**src/include/vcap_pkg.sv**
```systemverilog
// Constants shared by the capture channel A control bank
package vcap_pkg;
  // ********************************************************************
  // Register byte offsets
  // ********************************************************************
  localparam logic [3:0] CTRL_OFS = 4'h0;
  localparam logic [3:0] STAT_OFS = 4'h4;
  localparam logic [3:0] ISTAT_OFS = 4'h8;
  localparam logic [3:0] IMASK_OFS = 4'hC;
  // ********************************************************************
  // Control field positions
  // ********************************************************************
  localparam int CHANNEL_RESET_BIT_BIT = 31;
  localparam int BLK_BIT = 30;
  localparam int RAW_FIELD_IDENT_ENABLE_BIT = 21;
  localparam int DETECTED_FIELD_INVERT_BIT = 20;
  localparam int EXC_BIT = 19;
  localparam int CAPTURE_ENABLE_BIT_BIT = 15;
  // ********************************************************************
  // Status field positions
  // ********************************************************************
  localparam int FRAME_DONE_FLAG_BIT = 30;
  localparam int F2C_BIT = 29;
  localparam int F1C_BIT = 28;
  localparam int FLD_BIT = 12;
  // ********************************************************************
  // Interrupt status bits
  // ********************************************************************
  localparam int IRQ_F1 = 0;
  localparam int IRQ_F2 = 1;
  localparam int IRQ_FRM = 2;
  localparam int IRQ_RST = 3;
  localparam int IRQ_W = 4;
  // ********************************************************************
  // Reset values and masks
  // ********************************************************************
  localparam logic [31:0] CTRL_RST = 32'h4002_0030;
  localparam logic [31:0] CTRL_WMASK = 32'h403F_FDF7;
  localparam logic [2:0] STAT_RST = 3'h0;
  localparam logic [IRQ_W-1:0] ISTAT_RST = 4'h0;
  localparam logic [IRQ_W-1:0] IMASK_RST = 4'h0;
  localparam logic [31:0] RDATA_RST = 32'h0000_0000;
endpackage : vcap_pkg

```
**src/include/vcap_evt_if.sv**
```systemverilog
// Signals between the control bank, event gate and reset sequencer
interface vcap_evt_if;
  logic block;
  logic frame_start;
  logic field_end;
  logic frame_end;
  logic field_two;
  logic data_req;
  logic dma_evt;
  logic f1_set;
  logic f2_set;
  logic frm_set;
  logic armed;
  logic rst_start;
  logic dma_pending;
  logic rst_busy;
  logic rst_flush;
  logic rst_done;
  modport ctl (
    output block, frame_start, field_end, frame_end, field_two, data_req,
    output rst_start, dma_pending,
    input dma_evt, f1_set, f2_set, frm_set, armed,
    input rst_busy, rst_flush, rst_done
  );
  modport gate (
    input block, frame_start, field_end, frame_end, field_two, data_req,
    output dma_evt, f1_set, f2_set, frm_set, armed
  );
  modport seq (
    input rst_start, dma_pending,
    output rst_busy, rst_flush, rst_done
  );
endinterface : vcap_evt_if

```
**src/core/vcap_rst_seq.sv**
```systemverilog
// Channel reset sequencer: drain pending transfers, then flush
module vcap_rst_seq (
  input logic sys_clk,
  input logic sys_rst,
  vcap_evt_if.seq ev
);
  typedef enum logic [2:0] {
    VCAP_R_IDLE = 3'b001,
    VCAP_R_DRAIN = 3'b010,
    VCAP_R_FLUSH = 3'b100
  } vcap_rst_t;
  vcap_rst_t state_r;
  vcap_rst_t state_nxt;
  always_comb begin
    case (state_r)
      VCAP_R_IDLE: state_nxt = ev.rst_start ? VCAP_R_DRAIN : VCAP_R_IDLE;
      VCAP_R_DRAIN: state_nxt = ev.dma_pending ? VCAP_R_DRAIN : VCAP_R_FLUSH;
      VCAP_R_FLUSH: state_nxt = VCAP_R_IDLE;
      default: state_nxt = VCAP_R_IDLE;
    endcase
  end
  always_ff @(posedge sys_clk or posedge sys_rst) begin
    if (sys_rst) begin
      state_r <= VCAP_R_IDLE;
    end else begin
      state_r <= state_nxt;
    end
  end
  assign ev.rst_busy = (state_r != VCAP_R_IDLE);
  assign ev.rst_flush = (state_r == VCAP_R_FLUSH);
  assign ev.rst_done = (state_r == VCAP_R_FLUSH);
endmodule : vcap_rst_seq

```
**src/core/vcap_evt_gate.sv**
```systemverilog
// Capture event gate: blocking and resync to next frame start
module vcap_evt_gate (
  input logic sys_clk,
  input logic sys_rst,
  vcap_evt_if.gate ev
);
  typedef enum logic [2:0] {
    VCAP_G_HOLD = 3'b001,
    VCAP_G_SYNC = 3'b010,
    VCAP_G_RUN = 3'b100
  } vcap_gate_t;
  vcap_gate_t state_r;
  vcap_gate_t state_nxt;
  logic run;
  always_comb begin
    case (state_r)
      VCAP_G_HOLD: state_nxt = ev.block ? VCAP_G_HOLD : VCAP_G_SYNC;
      VCAP_G_SYNC: begin
        if (ev.block) begin
          state_nxt = VCAP_G_HOLD;
        end else if (ev.frame_start) begin
          state_nxt = VCAP_G_RUN;
        end else begin
          state_nxt = VCAP_G_SYNC;
        end
      end
      VCAP_G_RUN: state_nxt = ev.block ? VCAP_G_HOLD : VCAP_G_RUN;
      default: state_nxt = VCAP_G_HOLD;
    endcase
  end
  always_ff @(posedge sys_clk or posedge sys_rst) begin
    if (sys_rst) begin
      state_r <= VCAP_G_HOLD;
    end else begin
      state_r <= state_nxt;
    end
  end
  assign run = (state_r == VCAP_G_RUN) && !ev.block;
  assign ev.armed = (state_r == VCAP_G_RUN);
  assign ev.dma_evt = run && ev.data_req;
  assign ev.f1_set = run && ev.field_end && !ev.field_two;
  assign ev.f2_set = run && ev.field_end && ev.field_two;
  assign ev.frm_set = run && ev.frame_end;
endmodule : vcap_evt_gate

```
**src/core/vcap_ctrl.sv**
```systemverilog
// Capture channel A control bank with Avalon-MM slave and interrupt
// Summary of operation
// - Writing one to bit 31 starts reset
// - Reset blocks capture, flushes after pending DMA
// - Reset forces capture enable to zero
// - Block bit stops DMA events, flushes FIFOs
// - Blocked: no flag updates, no field events
// - Blocking keeps other configuration untouched
// - Events resume only at next frame start
// - Bits 29 to 22 read zero
// - Raw mode: bit 21 enables field identification
// - Bit 20 inverts detected field in BT mode
// - Bit 19 selects external timing pins in BT mode
// - Bit 15 enables video capture
// - Done flags clear by writing one
//
// The register offsets and register access over Avalon-MM are this design's own decisions.
module vcap_ctrl (
  input logic sys_clk,
  input logic sys_rst,
  input logic [3:0] avs_address,
  input logic avs_read,
  input logic avs_write,
  input logic [31:0] avs_writedata,
  output logic [31:0] avs_readdata,
  output logic avs_waitrequest,
  output logic irq,
  input logic dma_pending,
  input logic frame_start,
  input logic field_end,
  input logic frame_end,
  input logic detected_field,
  input logic data_req,
  input logic mode_bt_yc,
  input logic mode_raw,
  output logic capture_enable,
  output logic fifo_flush,
  output logic dma_event,
  output logic field_is_two,
  output logic field_ident_en,
  output logic ext_timing_sel,
  output logic [31:0] ctrl_cfg
);
  vcap_evt_if ev ();
  // ********************************************************************
  // Bus slave
  // ********************************************************************
  logic ack_r;
  logic ack_nxt;
  logic [31:0] rdata_r;
  logic [31:0] rdata_nxt;
  logic acc;
  logic wr_ack;
  logic rd_ack;
  logic wr_ctrl;
  logic wr_stat;
  logic rd_istat;
  logic [31:0] ctrl_r;
  logic [31:0] ctrl_nxt;
  logic [2:0] stat_r;
  logic [2:0] stat_nxt;
  logic [vcap_pkg::IRQ_W-1:0] istat_r;
  logic [vcap_pkg::IRQ_W-1:0] istat_nxt;
  logic [vcap_pkg::IRQ_W-1:0] imask_r;
  logic [vcap_pkg::IRQ_W-1:0] imask_nxt;
  logic [31:0] ctrl_rd;
  logic [31:0] stat_rd;
  logic fld_val;
  assign acc = avs_read || avs_write;
  assign avs_waitrequest = acc && !ack_r;
  assign wr_ack = avs_write && ack_r;
  assign rd_ack = avs_read && ack_r;
  assign wr_ctrl = wr_ack && (avs_address == vcap_pkg::CTRL_OFS);
  assign wr_stat = wr_ack && (avs_address == vcap_pkg::STAT_OFS);
  assign rd_istat = rd_ack && (avs_address == vcap_pkg::ISTAT_OFS);
  always_comb begin
    ctrl_rd = ctrl_r;
    ctrl_rd[vcap_pkg::CHANNEL_RESET_BIT_BIT] = ev.rst_busy;
  end
  always_comb begin
    stat_rd = 32'h0000_0000;
    stat_rd[vcap_pkg::F1C_BIT] = stat_r[0];
    stat_rd[vcap_pkg::F2C_BIT] = stat_r[1];
    stat_rd[vcap_pkg::FRAME_DONE_FLAG_BIT] = stat_r[2];
    stat_rd[vcap_pkg::FLD_BIT] = field_is_two;
  end
  always_comb begin
    ack_nxt = acc && !ack_r;
    rdata_nxt = rdata_r;
    if (acc && !ack_r) begin
      case (avs_address)
        vcap_pkg::CTRL_OFS: rdata_nxt = ctrl_rd;
        vcap_pkg::STAT_OFS: rdata_nxt = stat_rd;
        vcap_pkg::ISTAT_OFS: rdata_nxt = {28'h0, istat_r};
        vcap_pkg::IMASK_OFS: rdata_nxt = {28'h0, imask_r};
        default: rdata_nxt = 32'h0000_0000;
      endcase
    end
  end
  always_ff @(posedge sys_clk or posedge sys_rst) begin
    if (sys_rst) begin
      ack_r <= 1'b0;
      rdata_r <= vcap_pkg::RDATA_RST;
    end else begin
      ack_r <= ack_nxt;
      rdata_r <= rdata_nxt;
    end
  end
  assign avs_readdata = rdata_r;
  // ********************************************************************
  // Control register
  // ********************************************************************
  // Start channel reset
  assign ev.rst_start = wr_ctrl && avs_writedata[vcap_pkg::CHANNEL_RESET_BIT_BIT]
                        && !ev.rst_busy;
  always_comb begin
    ctrl_nxt = ctrl_r;
    if (wr_ctrl && !ev.rst_busy && !avs_writedata[vcap_pkg::CHANNEL_RESET_BIT_BIT]) begin
      ctrl_nxt = avs_writedata & vcap_pkg::CTRL_WMASK;
    end
    if (ev.rst_start || ev.rst_busy) begin
      ctrl_nxt[vcap_pkg::CAPTURE_ENABLE_BIT_BIT] = 1'b0;
    end
    if (ev.rst_done) begin
      ctrl_nxt = vcap_pkg::CTRL_RST;
    end
  end
  always_ff @(posedge sys_clk or posedge sys_rst) begin
    if (sys_rst) begin
      ctrl_r <= vcap_pkg::CTRL_RST;
    end else begin
      ctrl_r <= ctrl_nxt;
    end
  end
  // ********************************************************************
  // Status flags and interrupt
  // ********************************************************************
  always_comb begin
    stat_nxt = stat_r;
    if (wr_stat) begin
      stat_nxt[0] = stat_r[0] && !avs_writedata[vcap_pkg::F1C_BIT];
      stat_nxt[1] = stat_r[1] && !avs_writedata[vcap_pkg::F2C_BIT];
      stat_nxt[2] = stat_r[2] && !avs_writedata[vcap_pkg::FRAME_DONE_FLAG_BIT];
    end
    if (ev.rst_done) begin
      stat_nxt = vcap_pkg::STAT_RST;
    end
    stat_nxt = stat_nxt | {ev.frm_set, ev.f2_set, ev.f1_set};
    istat_nxt = istat_r;
    if (rd_istat) begin
      istat_nxt = istat_r & ~rdata_r[vcap_pkg::IRQ_W-1:0];
    end
    istat_nxt[vcap_pkg::IRQ_F1] = istat_nxt[vcap_pkg::IRQ_F1] || ev.f1_set;
    istat_nxt[vcap_pkg::IRQ_F2] = istat_nxt[vcap_pkg::IRQ_F2] || ev.f2_set;
    istat_nxt[vcap_pkg::IRQ_FRM] = istat_nxt[vcap_pkg::IRQ_FRM] || ev.frm_set;
    istat_nxt[vcap_pkg::IRQ_RST] = istat_nxt[vcap_pkg::IRQ_RST] || ev.rst_done;
    imask_nxt = imask_r;
    if (wr_ack && (avs_address == vcap_pkg::IMASK_OFS)) begin
      imask_nxt = avs_writedata[vcap_pkg::IRQ_W-1:0];
    end
  end
  always_ff @(posedge sys_clk or posedge sys_rst) begin
    if (sys_rst) begin
      stat_r <= vcap_pkg::STAT_RST;
      istat_r <= vcap_pkg::ISTAT_RST;
      imask_r <= vcap_pkg::IMASK_RST;
    end else begin
      stat_r <= stat_nxt;
      istat_r <= istat_nxt;
      imask_r <= imask_nxt;
    end
  end
  // ********************************************************************
  // Event gate and reset sequencer
  // ********************************************************************
  // Block leaves config
  assign ev.block = ctrl_r[vcap_pkg::BLK_BIT] || ev.rst_busy;
  assign ev.frame_start = frame_start;
  assign ev.field_end = field_end;
  assign ev.frame_end = frame_end;
  assign ev.field_two = fld_val;
  assign ev.data_req = data_req;
  assign ev.dma_pending = dma_pending;
  always_comb begin
    fld_val = 1'b0;
    if (mode_bt_yc) begin
      fld_val = detected_field ^ ctrl_r[vcap_pkg::DETECTED_FIELD_INVERT_BIT];
    end else if (mode_raw && ctrl_r[vcap_pkg::RAW_FIELD_IDENT_ENABLE_BIT]) begin
      fld_val = detected_field;
    end
  end
  vcap_evt_gate u_gate (
    .sys_clk(sys_clk),
    .sys_rst(sys_rst),
    .ev(ev)
  );
  vcap_rst_seq u_seq (
    .sys_clk(sys_clk),
    .sys_rst(sys_rst),
    .ev(ev)
  );
  // ********************************************************************
  // Registered outputs
  // ********************************************************************
  logic cap_en_nxt;
  logic flush_nxt;
  logic dma_nxt;
  logic ident_nxt;
  logic ext_nxt;
  logic irq_nxt;
  always_comb begin
    cap_en_nxt = ctrl_r[vcap_pkg::CAPTURE_ENABLE_BIT_BIT] && !ev.rst_busy;
    flush_nxt = (ctrl_r[vcap_pkg::BLK_BIT] && !ev.rst_busy) || ev.rst_flush;
    dma_nxt = ev.dma_evt && ctrl_r[vcap_pkg::CAPTURE_ENABLE_BIT_BIT];
    ident_nxt = mode_raw && ctrl_r[vcap_pkg::RAW_FIELD_IDENT_ENABLE_BIT];
    ext_nxt = mode_bt_yc && ctrl_r[vcap_pkg::EXC_BIT];
    irq_nxt = |(istat_r & imask_r);
  end
  always_ff @(posedge sys_clk or posedge sys_rst) begin
    if (sys_rst) begin
      capture_enable <= 1'b0;
      fifo_flush <= 1'b0;
      dma_event <= 1'b0;
      field_is_two <= 1'b0;
      field_ident_en <= 1'b0;
      ext_timing_sel <= 1'b0;
      irq <= 1'b0;
      ctrl_cfg <= vcap_pkg::CTRL_RST;
    end else begin
      capture_enable <= cap_en_nxt;
      fifo_flush <= flush_nxt;
      dma_event <= dma_nxt;
      field_is_two <= fld_val;
      field_ident_en <= ident_nxt;
      ext_timing_sel <= ext_nxt;
      irq <= irq_nxt;
      ctrl_cfg <= ctrl_r;
    end
  end
endmodule : vcap_ctrl

```
**config.mk**
```make
export PLATFORM = sky130hd
export DESIGN_NAME = vcap_ctrl
export DESIGN_NICKNAME = d
export VERILOG_FILES = /design/src/include/vcap_pkg.sv /design/src/include/vcap_evt_if.sv /design/src/core/vcap_rst_seq.sv /design/src/core/vcap_evt_gate.sv /design/src/core/vcap_ctrl.sv
export SDC_FILE = /design/constraint.sdc
export NUM_CORES = 1
export LEC_CHECK = 0
export ABC_AREA = 1
export BUFFER_PORTS_ARGS = -buffer_cell sky130_fd_sc_hd__clkbuf_2
export CAP_MARGIN = 0
export CORE_ASPECT_RATIO = 1.4
export CORE_UTILIZATION = 50
export CTS_CLUSTER_SIZE = 8
export DETAILED_ROUTE_END_ITERATION = 8
export HOLD_SLACK_MARGIN = 0.15
export PLACE_DENSITY = 0.85
export SLEW_MARGIN = 20
export SYNTH_ARGS = -nofsm -noshare
export SYNTH_HDL_FRONTEND = slang
export SYNTH_SLANG_ARGS = --single-unit
```
**constraint.sdc**
```tcl
create_clock -name sys_clk -period 6.55 [get_ports sys_clk]
set_clock_uncertainty 0.15 [all_clocks]
set_input_delay 0.3275 -clock sys_clk [delete_from_list [all_inputs] [get_ports sys_clk]]
set_output_delay 0.3275 -clock sys_clk [all_outputs]
set_load 0.01 [all_outputs]
```
# Word level (Yosys, flattened, before mapping)
# Cells that the tools add are included.
# totals
ff_bits	121
in_bits	48
out_inout_bits	72
elab_cells	94
# classes
n_eq_ne	10
muxes	17
bitwise_logic	5
n_reduce_logical	45
# op_table
op	n
$pmux W32 S4	1
$mux W32	2
$logic_and A1 B1 Y1	25
$mux W3	6
$pmux W3 S3	1
$and A4 B4 Y4	2
$eq A4 B4 Y1 const B	2
$logic_not A1 Y1	8
$logic_or A1 B1 Y1	8
$eq A3 B1 Y1 const B	2
$eq A3 B2 Y1 const B	2
$eq A3 B3 Y1 const B	2
$pmux W3 S2	1
$eq A4 B3 Y1 const B	1
$logic_not A4 Y1	1
$mux W2	2
$mux W4	1
$not A4 Y4	1
$reduce_or A4 Y1	1
$mux W1	3
$ne A3 B1 Y1 const B	1
$or A3 B3 Y3	1
$reduce_bool A3 Y1	1
$reduce_bool A2 Y1	1
$xor A1 B1 Y1	1

# Logic depth before layout (Yosys ltp)
# depth
word_depth	7
mapped_depth	8
depth_no_buf	7

# By module
# Synthesis repeated with hierarchy kept, for this count alone.
# hier_totals
cells_unflattened	390
hier_area_um2	3761.1
# by_module_without_submodules
module	instances	cells_per_inst	area_each_um2	seq_area_each_um2
vcap_ctrl	1	340	3399.5	2162.1
vcap_evt_gate	1	30	206.4	76.3
vcap_rst_seq	1	20	155.1	76.3

# Worst setup path after synthesis
# OpenSTA, ideal clock, no wires.
# synth_path
path_type	flip-flop to flip-flop
from	reg u_seq.state_r[0]
to	reg ctrl_r[20]
setup_ns	0.117
arrival_ns	1.143
required_ns	6.283
setup_slack_ns	5.140
stages_incl_launch_ff	7
n_path_buf	1
synth_period_minus_slack_ns	1.410
cell_sequence	dfstp_2 > nand3_4 > nor2_8 > nand2_4 > buf_6 > nand3_1 > nand2_1
# synth_between
elab_chain_cells	5
elab_cells_between_ends	7
cone_classes	2 x eq/ne; 1 x mux; 4 x reduce/logical
# synth_rtl
element	line_no	source
from (decl)	vcap_rst_seq.sv:12	vcap_rst_t state_r;
from (signal assigned)	vcap_rst_seq.sv:26	state_r <= state_nxt;
$ne A3 B1 Y1	vcap_rst_seq.sv:29	assign ev.rst_busy = (state_r != VCAP_R_IDLE);
$logic_not A1 Y1	vcap_ctrl.sv:118	if (wr_ctrl && !ev.rst_busy && !avs_writedata[vcap_pkg::CHANNEL_RESET_BIT_BIT]) begin
$logic_and A1 B1 Y1 (2 in series)	vcap_ctrl.sv:118	
$reduce_bool A2 Y1 (no source line)	n/a	
to (signal assigned)	vcap_ctrl.sv:130	ctrl_r <= vcap_pkg::CTRL_RST;
to (signal assigned)	vcap_ctrl.sv:132	ctrl_r <= ctrl_nxt;
to (decl)	vcap_ctrl.sv:58	logic [31:0] ctrl_r;
# Parallel ways exist; a longest one is shown, timed or not.
# A chain may end at the register's enable or synchronous reset.

# Final worst setup path
# layout_path
from	reg u_seq.state_r[0]
to	reg stat_r[0]
# layout_between
elab_chain_cells	7
elab_cells_between_ends	9
cone_classes	2 x eq/ne; 1 x mux; 1 x bitwise; 5 x reduce/logical
# layout_rtl
element	line_no	source
$ne A3 B1 Y1	vcap_rst_seq.sv:29	
$logic_or A1 B1 Y1	vcap_ctrl.sv:177	assign ev.block = ctrl_r[vcap_pkg::BLK_BIT] || ev.rst_busy;
$logic_not A1 Y1	vcap_evt_gate.sv:38	assign run = (state_r == VCAP_G_RUN) && !ev.block;
$logic_and A1 B1 Y1	vcap_evt_gate.sv:38	
$logic_and A1 B1 Y1 (2 in series)	vcap_evt_gate.sv:41	assign ev.f1_set = run && ev.field_end && !ev.field_two;
$or A3 B3 Y3 *	vcap_ctrl.sv:148	stat_nxt = stat_nxt | {ev.frm_set, ev.f2_set, ev.f1_set};
named net stat_nxt[0]	vcap_ctrl.sv:61	logic [2:0] stat_nxt;
to (signal assigned)	vcap_ctrl.sv:164	stat_r <= vcap_pkg::STAT_RST;
to (signal assigned)	vcap_ctrl.sv:168	stat_r <= stat_nxt;
to (decl)	vcap_ctrl.sv:60	logic [2:0] stat_r;
# Mark *: on every way through the listed nets, which the timed path passes. The rest lies on a longest branch.

==> out/metrics.csv <==
stage;metric;value;unit
floorplanning;Die X;76.0;um
yosys;most common cell in the netlist;nand2_1;
timing;Final min period;2.11;ns
layout;Final Instance Area;4840;um2
worst_hold_path;Hold Path Class;input port to flip-flop;
cts;Root Driver;clkbuf_8;
timing;final setup vio count;0;
cts;Post-CTS Setup Inserts;0;
cts;H-tree depth;3;
floorplanning;Starting Density;51.7;%
yosys;largest area contributor in the netlist;dfrtp_1;
timing;fin crit share;32.3;%
yosys;Post-synth EDFFs;0;
cts;worst skew pair latency;0.38;ns
yosys;Cells after Synth;402;
worst_hold_path;WHS Endpoint;field_is_two$_DFF_PP0_;
setup_path;FF-to-FF Start;u_seq.state_r[0]$_DFF_PP1_;
placed_design;placed cell count;582;
yosys;register area share after synthesis;60.4;%
placed_design;port bufs;94;
drt;Routed WL per cell;13.8;um
grt;first-pass GRT wire length;14.3;mm
setup_path;reg2reg end;stat_r[0]$_DFF_PP0_;
drt;post-route ant nets;0;
yosys;Synth cell types;28;
grt;number of global-route vias before repair;3060;
grt;largest net degree at the start of global routing;93;
setup_path;Critical Path Start Type;flip-flop;
yosys;#FFs+latches synth;92;
timing;actual slew at the worst max-slew pin;0.800;ns
layout;Finished Core Util;65.3;%
drt;Via density;4.97;
layout;ant diodes;0;
drt;routed vias;3153;
drt;Initial DRC Count;117;
yosys;FFs w/ async S/R, synth;100;%
power;peak supply drop;135;uV
timing;setup TNS;0;ns
power;PwrDens;265;nW/um2
job;Max Cap Violations;0;
grt;All-Layer GR Usage;23.3;%
yosys;synthesized area;3830;um2
layout;share of post-route cells with drive strength above 1;24.4;%
cts;CTS tree;done;
yosys;top post-synthesis cells by area;dfrtp_1 54%, nand2_1 10%, nand3_1 8.4%;
cts;hold_buf cts;35;
setup_path;reg2reg path depth;5;
timing;Max Slew Vio Count;0;
yosys;main flop type after synthesis;dfrtp_1;
floorplanning;Die Area;8020;um2
grt;initial antenna violation count;0;
setup_path;crit path capture type;flip-flop;
timing;fmax;473;MHz
cts;clock slew at reported path FFs;0.09;ns
setup_path;CP Max Fanout;5;
drt;DRT Pass-1 Iters;5;
floorplanning;site row count;37;
cts;Sinks on Clock Net;92;
yosys;commonest cells in the netlist;105 x nand2_1, 82 x dfrtp_1, 64 x nand3_1;
power;Leak;2.63;nW
placed_design;DP HPWL;5.62;mm
timing;Rel. slew slack;46.7;%
timing;Hold Fails Final Rpt;0;
layout;fin nets;580;
layout;Post-Layout Cell Count;634;
cts;CTS Buffer Depth;2;
floorplanning;Top Ports;120;
worst_hold_path;min-delay src;detected_field;
yosys;Ys Warns;0;
yosys;Yosys top cell area share;53.6;%
yosys;Avg Inst Size Synth;9.53;um2
outcome;status;finished clean;
layout;fillcell total;583;
floorplanning;Chip Height;106;um
setup_path;worst setup path class;flip-flop to flip-flop;
cts;post-CTS resize count;0;
drt;detailed-route DRC error count;0;
drt;Routed WL;8.74;mm
cts;cts bufs inserted;9;
layout;Area Growth Syn to Fin;26.3;%
worst_hold_path;Hold Path Stages;4;
setup_path;Required @ worst endpoint;6.72;ns
placed_design;Cell Area, Placed;4270;um2
floorplanning;core area;7410;um2
timing;RSZ-0062 raised after global routing;no;
grt;total gr overflow;0;
placed_design;RD Place Congestion;0.889;
setup_path;flop-to-flop setup slack;4.44;ns
setup_path;CP arrival;2.29;ns
critical path, stage by stage, from the launching register on:
cell           delay, ns
dfstp_2             0.60
nand4_1             0.18
nor2_1              0.28
nand3_1             0.20
nand2_1             0.09
dlygate4sd3_1       0.55
power breakdown:
part / internal [W] / total [W] / switching [W]
clock: 0.000216 / 0.000403 / 0.000187
sequential: 0.000641 / 0.000680 / 0.0000390
combinational: 0.0000799 / 0.000197 / 0.000117
metrics by stage:
step | hold slack, ns | setup slack, ns | total power, W
after floorplan | 0.204 | 3.70 | 0.000797
after global placement | 0.206 | 4.47 | 0.000851
after detailed placement | 0.214 | 4.43 | 0.000863
after CTS | 0.183 | 4.46 | 0.00128
after global routing | 0.232 | 4.35 | 0.00133
final | 0.221 | 4.44 | 0.00128
cell type report:
cell class | instances | area [um2] | share of cell area [%]
sequential | 92 | 2310 | 47.8
timing repair buffer | 131 | 842 | 17.4
clock buffer | 14 | 143 | 2.95
inverter | 50 | 191 | 3.96
clock inverter | 2 | 60.1 | 1.24
multi-input combinational | 248 | 1170 | 24.1
tap | 97 | 121 | 2.51
cells in the final DEF (no fill, tap or decap):
master | Yosys | final
clkbuf_1 | 0 | 5
nand3_4 | 1 | 1
dfstp_2 | 10 | 10
a31oi_1 | 1 | 1
buf_6 | 4 | 1
or2_2 | 2 | 2
o21ai_0 | 23 | 23
conb_1 | 1 | 18
nor2_1 | 12 | 12
nand3_2 | 1 | 1
nand4_1 | 4 | 4
nor3_2 | 1 | 1
o21ai_1 | 4 | 4
bufinv_16 | 0 | 2
o21bai_4 | 1 | 1
nand2_4 | 1 | 1
o31ai_1 | 3 | 3
inv_2 | 1 | 1
inv_1 | 48 | 47
nor2_4 | 3 | 3
nand3_1 | 64 | 64
nor2_8 | 1 | 1
dlygate4sd3_1 | 0 | 36
clkbuf_8 | 0 | 9
nor4_1 | 1 | 1
clkbuf_2 | 0 | 94
inv_4 | 1 | 1
clkinv_2 | 0 | 1
nand2_1 | 105 | 105
nor3_1 | 1 | 1
dfrtp_1 | 82 | 82
nand2_2 | 1 | 1
metal layers:
| metal | wire length, um | track usage (%) |
|---|---|---|
| met1 | 3520 | 27.4 |
| met2 | 4460 | 40.2 |
| met3 | 428 | 3.38 |
| met4 | 337 | 14.4 |
| met5 | 0 | 0 |
flip-flops by register name, indices dropped and copies added (netlist names), 3 cells and up:
signal          cells
avs_readdata       25
ctrl_cfg           21
ctrl_r             21
imask_r             4
istat_r             4
stat_r              3
u_gate.state_r      3
u_seq.state_r       3
how the worst max path moves through the flow:
| stage | startpoint | end | slack (ns) | depth (start not counted) |
|---|---|---|---|---|
| 2_1_floorplan | sys_rst | ack_r$_DFF_PP0_ | 3.70 | 1 |
| 3_3_place_gp | avs_address[1] | ctrl_r[17]$_DFFE_PP1P_ | 4.47 | 8 |
| 3_5_place_dp | avs_address[1] | ctrl_r[6]$_DFFE_PP0P_ | 4.43 | 7 |
| 4_1_cts | u_seq.state_r[0]$_DFF_PP1_ | stat_r[0]$_DFF_PP0_ | 4.46 | 5 |
| 5_1_grt | u_seq.state_r[0]$_DFF_PP1_ | stat_r[0]$_DFF_PP0_ | 4.35 | 5 |
| 6_report | u_seq.state_r[0]$_DFF_PP1_ | stat_r[0]$_DFF_PP0_ | 4.44 | 5 |
cell families after synthesis:
logic type,after synthesis,share of synthesized area (%)
and+or+nand+nor,198,23.9
other,1,0.0979
buffers and inverters,79,10.8
DFF,92,60.4
AOI/OAI and AO/OA,32,4.77
Note: power is estimated with default switching activity, not from simulation.
